[src/sbd_pkg.sv]
package sbd_pkg;
   // opcode fields of a subtract instruction word
   localparam logic [7:0] OPC_LIT_HI = 8'h08;       // literal_minus_working upper byte
   localparam logic [5:0] OPC_SWB = 6'h15;          // working_minus_register_borrow, bits 15:10
   localparam logic [5:0] OPC_SWF = 6'h17;          // register_minus_working, bits 15:10
   localparam int DEST_BIT = 9;
   localparam int ACC_BIT = 8;
   // access bank split: offsets below 8'h60 map to bank 0, 8'h60 and above to bank 15
   localparam logic [7:0] ACC_SPLIT = 8'h60;
   localparam logic [3:0] ACC_HI_BANK = 4'hF;
   localparam logic [3:0] BANK_SEL_RST = 4'h0;
   localparam logic [7:0] WORKING_RST = 8'h00;
   // status bit positions
   localparam int ST_C = 0;
   localparam int ST_DIG = 1;
   localparam int ST_Z = 2;
   localparam int ST_OVF = 3;
   localparam int ST_N = 4;
   localparam logic [4:0] STATUS_RST = 5'h00;
   // register-port offsets
   localparam logic [1:0] REG_WORKING = 2'h0;
   localparam logic [1:0] REG_STATUS = 2'h1;
   localparam logic [1:0] REG_BANK = 2'h2;
   localparam logic [1:0] REG_LAST = 2'h3;

   typedef enum logic [1:0] {OP_NONE, OP_LIT, OP_SWB, OP_SWF} sbd_op_t;
   typedef enum logic [1:0] {PH_Q1, PH_Q2, PH_Q3, PH_Q4} sbd_phase_t;
endpackage

[src/sbd_alu_if.sv]
interface sbd_alu_if;
   logic [7:0] minuend;
   logic [7:0] subtrahend;
   logic borrow_in;
   logic [7:0] diff;
   logic [4:0] flags;
   modport core (output minuend, output subtrahend, output borrow_in, input diff, input flags);
   modport alu (input minuend, input subtrahend, input borrow_in, output diff, output flags);
endinterface

[src/sbd_sub_alu.sv]
module sbd_sub_alu (
   sbd_alu_if.alu a
);
   logic [8:0] full;
   logic [4:0] half;
   // add the one's complement so bit 8 is the not-borrow carry
   always_comb begin
      full = {1'b0, a.minuend} + {1'b0, ~a.subtrahend} + {8'h00, ~a.borrow_in};
      half = {1'b0, a.minuend[3:0]} + {1'b0, ~a.subtrahend[3:0]} + {4'h0, ~a.borrow_in};
      a.diff = full[7:0];
      a.flags[sbd_pkg::ST_C] = full[8];
      a.flags[sbd_pkg::ST_DIG] = half[4];
      a.flags[sbd_pkg::ST_Z] = (full[7:0] == 8'h00);
      a.flags[sbd_pkg::ST_N] = full[7];
      a.flags[sbd_pkg::ST_OVF] = (a.minuend[7] != a.subtrahend[7]) && (full[7] != a.minuend[7]);
   end
endmodule // sbd_sub_alu

[src/sbd_sub_datapath.sv]
// Function
// - literal_minus_working: literal minus working register, result to working register.
// - decode literal subtract from fixed upper byte, literal in lower byte.
// - every subtract updates N, overflow, C, digit carry and Z.
// - register_minus_working: addressed register minus working register.
// - destination bit 0 writes working register, 1 writes addressed register.
// - access bit 0 uses access bank, 1 uses bank_select_reg.
// - carry set when no borrow occurs.
// - carry cleared on borrow, wrapped result stored.
// - zero flag set when 8-bit result is zero.
// - negative flag follows result bit 7.
// - borrow variant uses inverted carry as extra borrow.
// - borrow variant: working minus register minus inverted carry, routed by destination.
module sbd_sub_datapath (
   // clock and reset
   input wire logic ref_clk,
   input wire logic resetn,
   // instruction issue
   input wire logic [15:0] instr_word,
   input wire logic instr_valid,
   output logic instr_ready,
   output logic instr_done,
   output logic instr_illegal,
   // register file port
   output logic [11:0] rf_addr,
   output logic rf_rd,
   input wire logic [7:0] rf_rdata,
   output logic rf_wr,
   output logic [7:0] rf_wdata,
   // software register port
   input wire logic [1:0] sw_addr,
   input wire logic [7:0] sw_wdata,
   input wire logic sw_wr,
   input wire logic sw_rd,
   output logic [7:0] sw_rdata,
   // visible state
   output logic [7:0] working_register,
   output logic [4:0] status_flags
);
   typedef struct packed {
      // sequencer
      sbd_pkg::sbd_phase_t phase;
      logic busy;
      // instruction held from decode to write-back
      sbd_pkg::sbd_op_t op;
      logic [7:0] lit;
      logic dest;
      logic [11:0] addr;
      // datapath values handed from phase to phase
      logic [7:0] operand;
      logic [7:0] result;
      logic [4:0] flags_new;
      // software-visible state
      logic [7:0] work;
      logic [4:0] status;
      logic [3:0] bank;
      logic [7:0] last;
      // registered outputs
      logic rd;
      logic wr;
      logic [7:0] wdata;
      logic done;
      logic illegal;
      logic [7:0] rdata;
   } sbd_state_t;

   sbd_state_t s_q, s_d;
   logic rst_m_q, rst_s_q;
   sbd_alu_if alu_bus ();
   // decoded view of the offered word, used only in Q1
   sbd_pkg::sbd_op_t dec_op;
   logic dec_dest;
   logic dec_acc;
   logic [11:0] dec_addr;
   // software port strobes split per register
   logic wr_working;
   logic wr_status;
   logic wr_bank;
   logic [7:0] rd_mux;

   // two-stage reset release so removal is synchronous
   always_ff @(posedge ref_clk or negedge resetn) begin
      if (!resetn) begin
         rst_m_q <= 1'b0;
         rst_s_q <= 1'b0;
      end else begin
         rst_m_q <= 1'b1;
         rst_s_q <= rst_m_q;
      end
   end

   sbd_sub_alu u_alu (
      .a(alu_bus.alu)
   );

   // operand steering per instruction
   always_comb begin
      alu_bus.minuend = s_q.operand;
      alu_bus.subtrahend = s_q.work;
      alu_bus.borrow_in = 1'b0;
      case (s_q.op)
         sbd_pkg::OP_LIT: begin
            alu_bus.minuend = s_q.lit;
            alu_bus.subtrahend = s_q.work;
         end
         sbd_pkg::OP_SWF: begin
            alu_bus.minuend = s_q.operand;
            alu_bus.subtrahend = s_q.work;
         end
         sbd_pkg::OP_SWB: begin
            alu_bus.minuend = s_q.work;
            alu_bus.subtrahend = s_q.operand;
            alu_bus.borrow_in = ~s_q.status[sbd_pkg::ST_C];
         end
         default: begin
            alu_bus.borrow_in = 1'b0;
         end
      endcase
   end

   // instruction decode; only the three subtract opcodes are known, every other word is refused
   always_comb begin
      dec_dest = instr_word[sbd_pkg::DEST_BIT];
      dec_acc = instr_word[sbd_pkg::ACC_BIT];
      if (instr_word[15:8] == sbd_pkg::OPC_LIT_HI) begin
         dec_op = sbd_pkg::OP_LIT;
      end else if (instr_word[15:10] == sbd_pkg::OPC_SWB) begin
         dec_op = sbd_pkg::OP_SWB;
      end else if (instr_word[15:10] == sbd_pkg::OPC_SWF) begin
         dec_op = sbd_pkg::OP_SWF;
      end else begin
         dec_op = sbd_pkg::OP_NONE;
      end
   end

   // data address: the access bank puts low addresses in bank 0 and high ones in the top bank
   always_comb begin
      if (!dec_acc) begin
         if (instr_word[7:0] < sbd_pkg::ACC_SPLIT) begin
            dec_addr = {4'h0, instr_word[7:0]};
         end else begin
            dec_addr = {sbd_pkg::ACC_HI_BANK, instr_word[7:0]};
         end
      end else begin
         dec_addr = {s_q.bank, instr_word[7:0]};
      end
   end

   // software port decode; writes are dropped while an instruction runs so its cycle stays atomic
   always_comb begin
      wr_working = sw_wr && !s_q.busy && (sw_addr == sbd_pkg::REG_WORKING);
      wr_status = sw_wr && !s_q.busy && (sw_addr == sbd_pkg::REG_STATUS);
      wr_bank = sw_wr && !s_q.busy && (sw_addr == sbd_pkg::REG_BANK);
      case (sw_addr)
         sbd_pkg::REG_WORKING: rd_mux = s_q.work;
         sbd_pkg::REG_STATUS: rd_mux = {3'h0, s_q.status};
         sbd_pkg::REG_BANK: rd_mux = {4'h0, s_q.bank};
         default: rd_mux = s_q.last;                       // last result is read only
      endcase
   end

   // next-state: phase sequencer plus software port
   always_comb begin
      s_d = s_q;
      s_d.rd = 1'b0;
      s_d.wr = 1'b0;
      s_d.done = 1'b0;
      s_d.illegal = 1'b0;
      s_d.rdata = 8'h00;
      case (s_q.phase)
         sbd_pkg::PH_Q1: begin
            // decode: a word is taken only while idle
            if (instr_valid) begin
               s_d.lit = instr_word[7:0];
               s_d.dest = dec_dest;
               s_d.addr = dec_addr;
               s_d.op = dec_op;
               if (s_d.op == sbd_pkg::OP_NONE) begin
                  s_d.illegal = 1'b1;                      // unknown words are dropped in Q1
               end else begin
                  s_d.phase = sbd_pkg::PH_Q2;
                  s_d.busy = 1'b1;
                  s_d.rd = (s_d.op != sbd_pkg::OP_LIT);
               end
            end
         end
         sbd_pkg::PH_Q2: begin
            // read data is taken in the same cycle as the strobe
            if (s_q.op != sbd_pkg::OP_LIT) begin
               s_d.operand = rf_rdata;
            end
            s_d.phase = sbd_pkg::PH_Q3;
         end
         sbd_pkg::PH_Q3: begin
            // process: hold the difference and its flags for write-back
            s_d.result = alu_bus.diff;
            s_d.flags_new = alu_bus.flags;
            s_d.phase = sbd_pkg::PH_Q4;
         end
         sbd_pkg::PH_Q4: begin
            // write-back: status always, then the working register or the addressed register
            s_d.status = s_q.flags_new;
            s_d.last = s_q.result;
            if (s_q.op == sbd_pkg::OP_LIT || !s_q.dest) begin
               s_d.work = s_q.result;
            end else begin
               s_d.wr = 1'b1;
               s_d.wdata = s_q.result;
            end
            s_d.done = 1'b1;
            s_d.busy = 1'b0;
            s_d.phase = sbd_pkg::PH_Q1;
         end
         default: begin
            s_d.phase = sbd_pkg::PH_Q1;
         end
      endcase
      // software writes, already held off while busy
      if (wr_working) begin
         s_d.work = sw_wdata;
      end
      if (wr_status) begin
         s_d.status = sw_wdata[4:0];
      end
      if (wr_bank) begin
         s_d.bank = sw_wdata[3:0];
      end
      // read answer stands only in the cycle after the strobe
      if (sw_rd) begin
         s_d.rdata = rd_mux;
      end
   end

   // single state register
   always_ff @(posedge ref_clk or negedge rst_s_q) begin
      if (!rst_s_q) begin
         s_q <= '{
            phase: sbd_pkg::PH_Q1,
            busy: 1'b0,
            op: sbd_pkg::OP_NONE,
            lit: 8'h00,
            dest: 1'b0,
            addr: 12'h000,
            operand: 8'h00,
            result: 8'h00,
            flags_new: 5'h00,
            work: sbd_pkg::WORKING_RST,
            status: sbd_pkg::STATUS_RST,
            bank: sbd_pkg::BANK_SEL_RST,
            last: 8'h00,
            rd: 1'b0,
            wr: 1'b0,
            wdata: 8'h00,
            done: 1'b0,
            illegal: 1'b0,
            rdata: 8'h00
         };
      end else begin
         s_q <= s_d;
      end
   end

   // instruction handshake; ready follows the phase so a new word may be offered as done shows
   assign instr_ready = (s_q.phase == sbd_pkg::PH_Q1);
   assign instr_done = s_q.done;
   assign instr_illegal = s_q.illegal;

   // register file side, straight from flops
   assign rf_addr = s_q.addr;
   assign rf_rd = s_q.rd;
   assign rf_wr = s_q.wr;
   assign rf_wdata = s_q.wdata;

   // software port and visible state
   assign sw_rdata = s_q.rdata;
   assign working_register = s_q.work;
   assign status_flags = s_q.status;
endmodule // sbd_sub_datapath

[config.mk]
export PLATFORM = sky130hd
export DESIGN_NAME = sbd_sub_datapath
export DESIGN_NICKNAME = d
export VERILOG_FILES = /design/src/sbd_pkg.sv /design/src/sbd_alu_if.sv /design/src/sbd_sub_alu.sv /design/src/sbd_sub_datapath.sv
export SDC_FILE = /design/constraint.sdc
export NUM_CORES = 1
export LEC_CHECK = 0
export ABC_AREA = 1
export BUFFER_PORTS_ARGS = -buffer_cell sky130_fd_sc_hd__buf_2
export CAP_MARGIN = 20
export CORE_MARGIN = 2
export CORE_UTILIZATION = 45
export DETAILED_ROUTE_END_ITERATION = 8
export HOLD_SLACK_MARGIN = 0.02
export PLACE_DENSITY = 0.79
export SYNTH_ARGS = -nofsm -noshare
export SYNTH_HDL_FRONTEND = slang
export SYNTH_HIERARCHICAL = 1
export SYNTH_SLANG_ARGS = --single-unit
[constraint.sdc]
create_clock -name ref_clk -period 2.7 [get_ports ref_clk]
set_input_delay 0.54 -clock ref_clk [delete_from_list [all_inputs] [get_ports ref_clk]]
set_output_delay 0.54 -clock ref_clk [all_outputs]
set_load 0.01 [all_outputs]
==> flow_summary.yaml <==
grt:
  antenna_found_initial: 0
  grt_max_degree: 43
  met3_usage: 0.0303
  track_usage: 0.203
  grt_pass1_vias: 3915
  grt_most_used_layer: "met2"
  grt_pass1_wl_microns: 18400
  overflow: 0
  grt_util_met1: 0.272
  grt_use_met2: 0.337
sta:
  hold_viol: 0
  slew_violations: 0
  relSlewSlack: 0.636
  rsz0062_at_grt: "false"
  fmax_mhz: 397
  min_period_over_period: 0.933
  setup_viol: 0
  finalCriticalPeriod_ns: 2.52
  worst_pin_slew_ns: 0.547
  clock_skew_ns: 0.00820
floorplanning:
  rows: 37
  core_sq_um: 10400
  io_pins: 85
  die_w_microns: 107
  start_util: 0.464
  dieArea_sq_um: 11500
  die_h_microns: 107
critical_path:
  cp_max_fo: 5
  arrival_ns: 2.82
  criticalPathCategory: "flop to flop"
  cp.required_ns: 3.00
  cp-start-kind: "flop"
  endpoint_kind: "flop"
clock_network:
  clockBufferDepth: 2
  numCtsBuffers: 9
  clk_latency_ns: 0.36
  clkTransAtPathRegs_ns: 0.09
  clock-root-buffer: "clkbuf_8"
  tritoncts: "yes"
  clock-sinks: 86
  h-tree-depth: 3
min_path:
  hp-class: "flop to async pin"
layout:
  final_cell_mix: "nand2_1, dfrtp_1, buf_2"
  nNetsFinal: 695
  fin_util: 0.507
  n_antenna_cell: 0
  mostFrequentLayoutCell: "nand2_1"
  drive_above_1_share: 0.256
  area_delta_synth_final_pct: 9.09
synthesis:
  yosysUniqueCellTypes: 32
  synth_area_leaders: "dfrtp_1, nand2_1, buf_4"
  yosysTopAreaCell: "dfrtp_1"
  syn_inst: 593
  ys_seq_elements: 86
  synth_warnings: 6
  syn_area_sq_um: 4820
  synth_top_cell_area_share: 0.447
  seq_area_frac_synth: 0.447
  syn_nets: 647
  avgSynthCellArea_sq_um: 8.12
power_and_ir_drop:
  p_leak_nw: 2.83
  p_total_mw: 6.26
  peakVddDrop_uv: 450
  p_per_area_nw_per_um2: 1190
drt:
  routed_via_density: 5.07
  drt-total-wl_microns: 11100
  firstDrtPassIters: 5
  vias: 3958
  drtIter0Drc: 282
  final_antenna_net_count: 0
  wl_per_cell_microns: 14.2
  drc: 0
placement:
  io_buffers: 84
  gp_congestion: 0.905
  dp_hpwl_microns: 8680
status:
  outcome: "finished clean"
run:
  maxCapViolCount: 0
## routing by layer
layer | share of wire | routed length, microns
met4 | 0.026 | 293
met1 | 0.44 | 4920
met2 | 0.48 | 5370
met5 | 0 | 0
met3 | 0.048 | 535
## registers in the layout, summed over array words and instances (netlist names)
register	count
rf_wdata	8
rf_rd	1
rst_s_q	1
sw_rdata	8
instr_done	1
rst_m_q	1
rf_addr	5
s_q	46
rf_wr	1
status_flags	5
instr_illegal	1
working_register	8
## worst paths after layout
| path | startpoint | endpoint | slack, ns | cells after the start |
|---|---|---|---|---|
| worst max-delay path | s_q[88]$_DFFE_PN0P_ | s_q[47]$_DFFE_PN0P_ | 0.18 | 14 |
| worst min-delay path | rst_s_q$_DFF_PN0_ | s_q[45]$_DFFE_PN0P_ | 0.31 | 0 |
| worst max register to register | s_q[88]$_DFFE_PN0P_ | s_q[47]$_DFFE_PN0P_ | 0.18 | 14 |
| worst min register to register | rst_s_q$_DFF_PN0_ | s_q[45]$_DFFE_PN0P_ | 0.31 | 0 |
| max in group asynchronous | rst_s_q$_DFF_PN0_ | status_flags[4]$_DFFE_PN0P_ | 1.67 | 1 |
| min in group ref_clk | rst_m_q$_DFF_PN0_ | rst_s_q$_DFF_PN0_ | 0.36 | 0 |
## cell usage after synthesis, drive strengths merged
master	count
dfrtp	86
o21ai	59
o211ai	5
a21oi	31
or2	1
nand3	27
ha	13
inv	83
conb	1
fa	2
clkbuf	6
buf	50
nor3	1
nand2	178
clkinv	1
o21bai	1
o2111ai	4
mux2	8
nor2	34
nand3b	1
o22ai	1
## cell families (layout without fill, tap and decap cells)
group | count (synthesis) | in the layout | synth area share
simple gates | 242 | 242 | 0.218
buf+inv | 140 | 192 | 0.152
compound gates | 101 | 101 | 0.121
flops | 86 | 86 | 0.447
fa+ha+maj | 15 | 15 | 0.0421
mux | 8 | 8 | 0.0187
other cells | 1 | 1 | 0.000779
## repair_timing
action / 4_1_cts / 5_1_grt
resized for setup: 1 / 5
endpoints found under the hold margin: 2 / 0
endpoints found under the setup margin: 1 / 6
buffers inserted: 0 / 0
hold buffers: 1 / 0
pin swaps: 0 / 2
## worst max-delay path, stage by stage (launching register included)
cell	delay [ns]
dfrtp_1	0.43
ha_4	0.31
a21oi_1	0.05
a21oi_1	0.13
inv_1	0.07
fa_2	0.36
fa_2	0.54
nand2_1	0.05
nor2_1	0.10
nand3_1	0.09
nor2_2	0.10
nand2_2	0.06
nor2_2	0.06
nand2_1	0.05
nand2_1	0.07
## per-stage QoR
stage               std cells  setup slack (ns)  setup TNS (ns)  hold WS, ns  cell area [sq um]
floorplan                 593          0.000995               0        0.244               4820
global placement          765            0.0412               0        0.328               5050
detailed placement        765           -0.0267         -0.0267        0.328               5050
CTS                       781            0.0155               0        0.343               5250
global route              781           0.00145               0        0.366               5250
finish                    781             0.181               0        0.308               5250
## where the power goes
group          leakage [nW]  internal, mW  switching (mW)
sequential             1.08          1.82           0.437
clock                0.0744         0.336           0.497
combinational          1.68          1.20            1.97
total                  2.83          3.35            2.90
## final cells by class
| type | count | area, sq um |
|---|---|---|
| tap | 136 | 170 |
| clock inverter | 6 | 47.5 |
| sequential | 86 | 2160 |
| multi-input combinational | 367 | 1950 |
| inverter | 84 | 315 |
| timing repair buffer | 93 | 490 |
| clock buffer | 9 | 124 |
| fill | 983 | 5120 |
(Power assumes the default switching activity.)
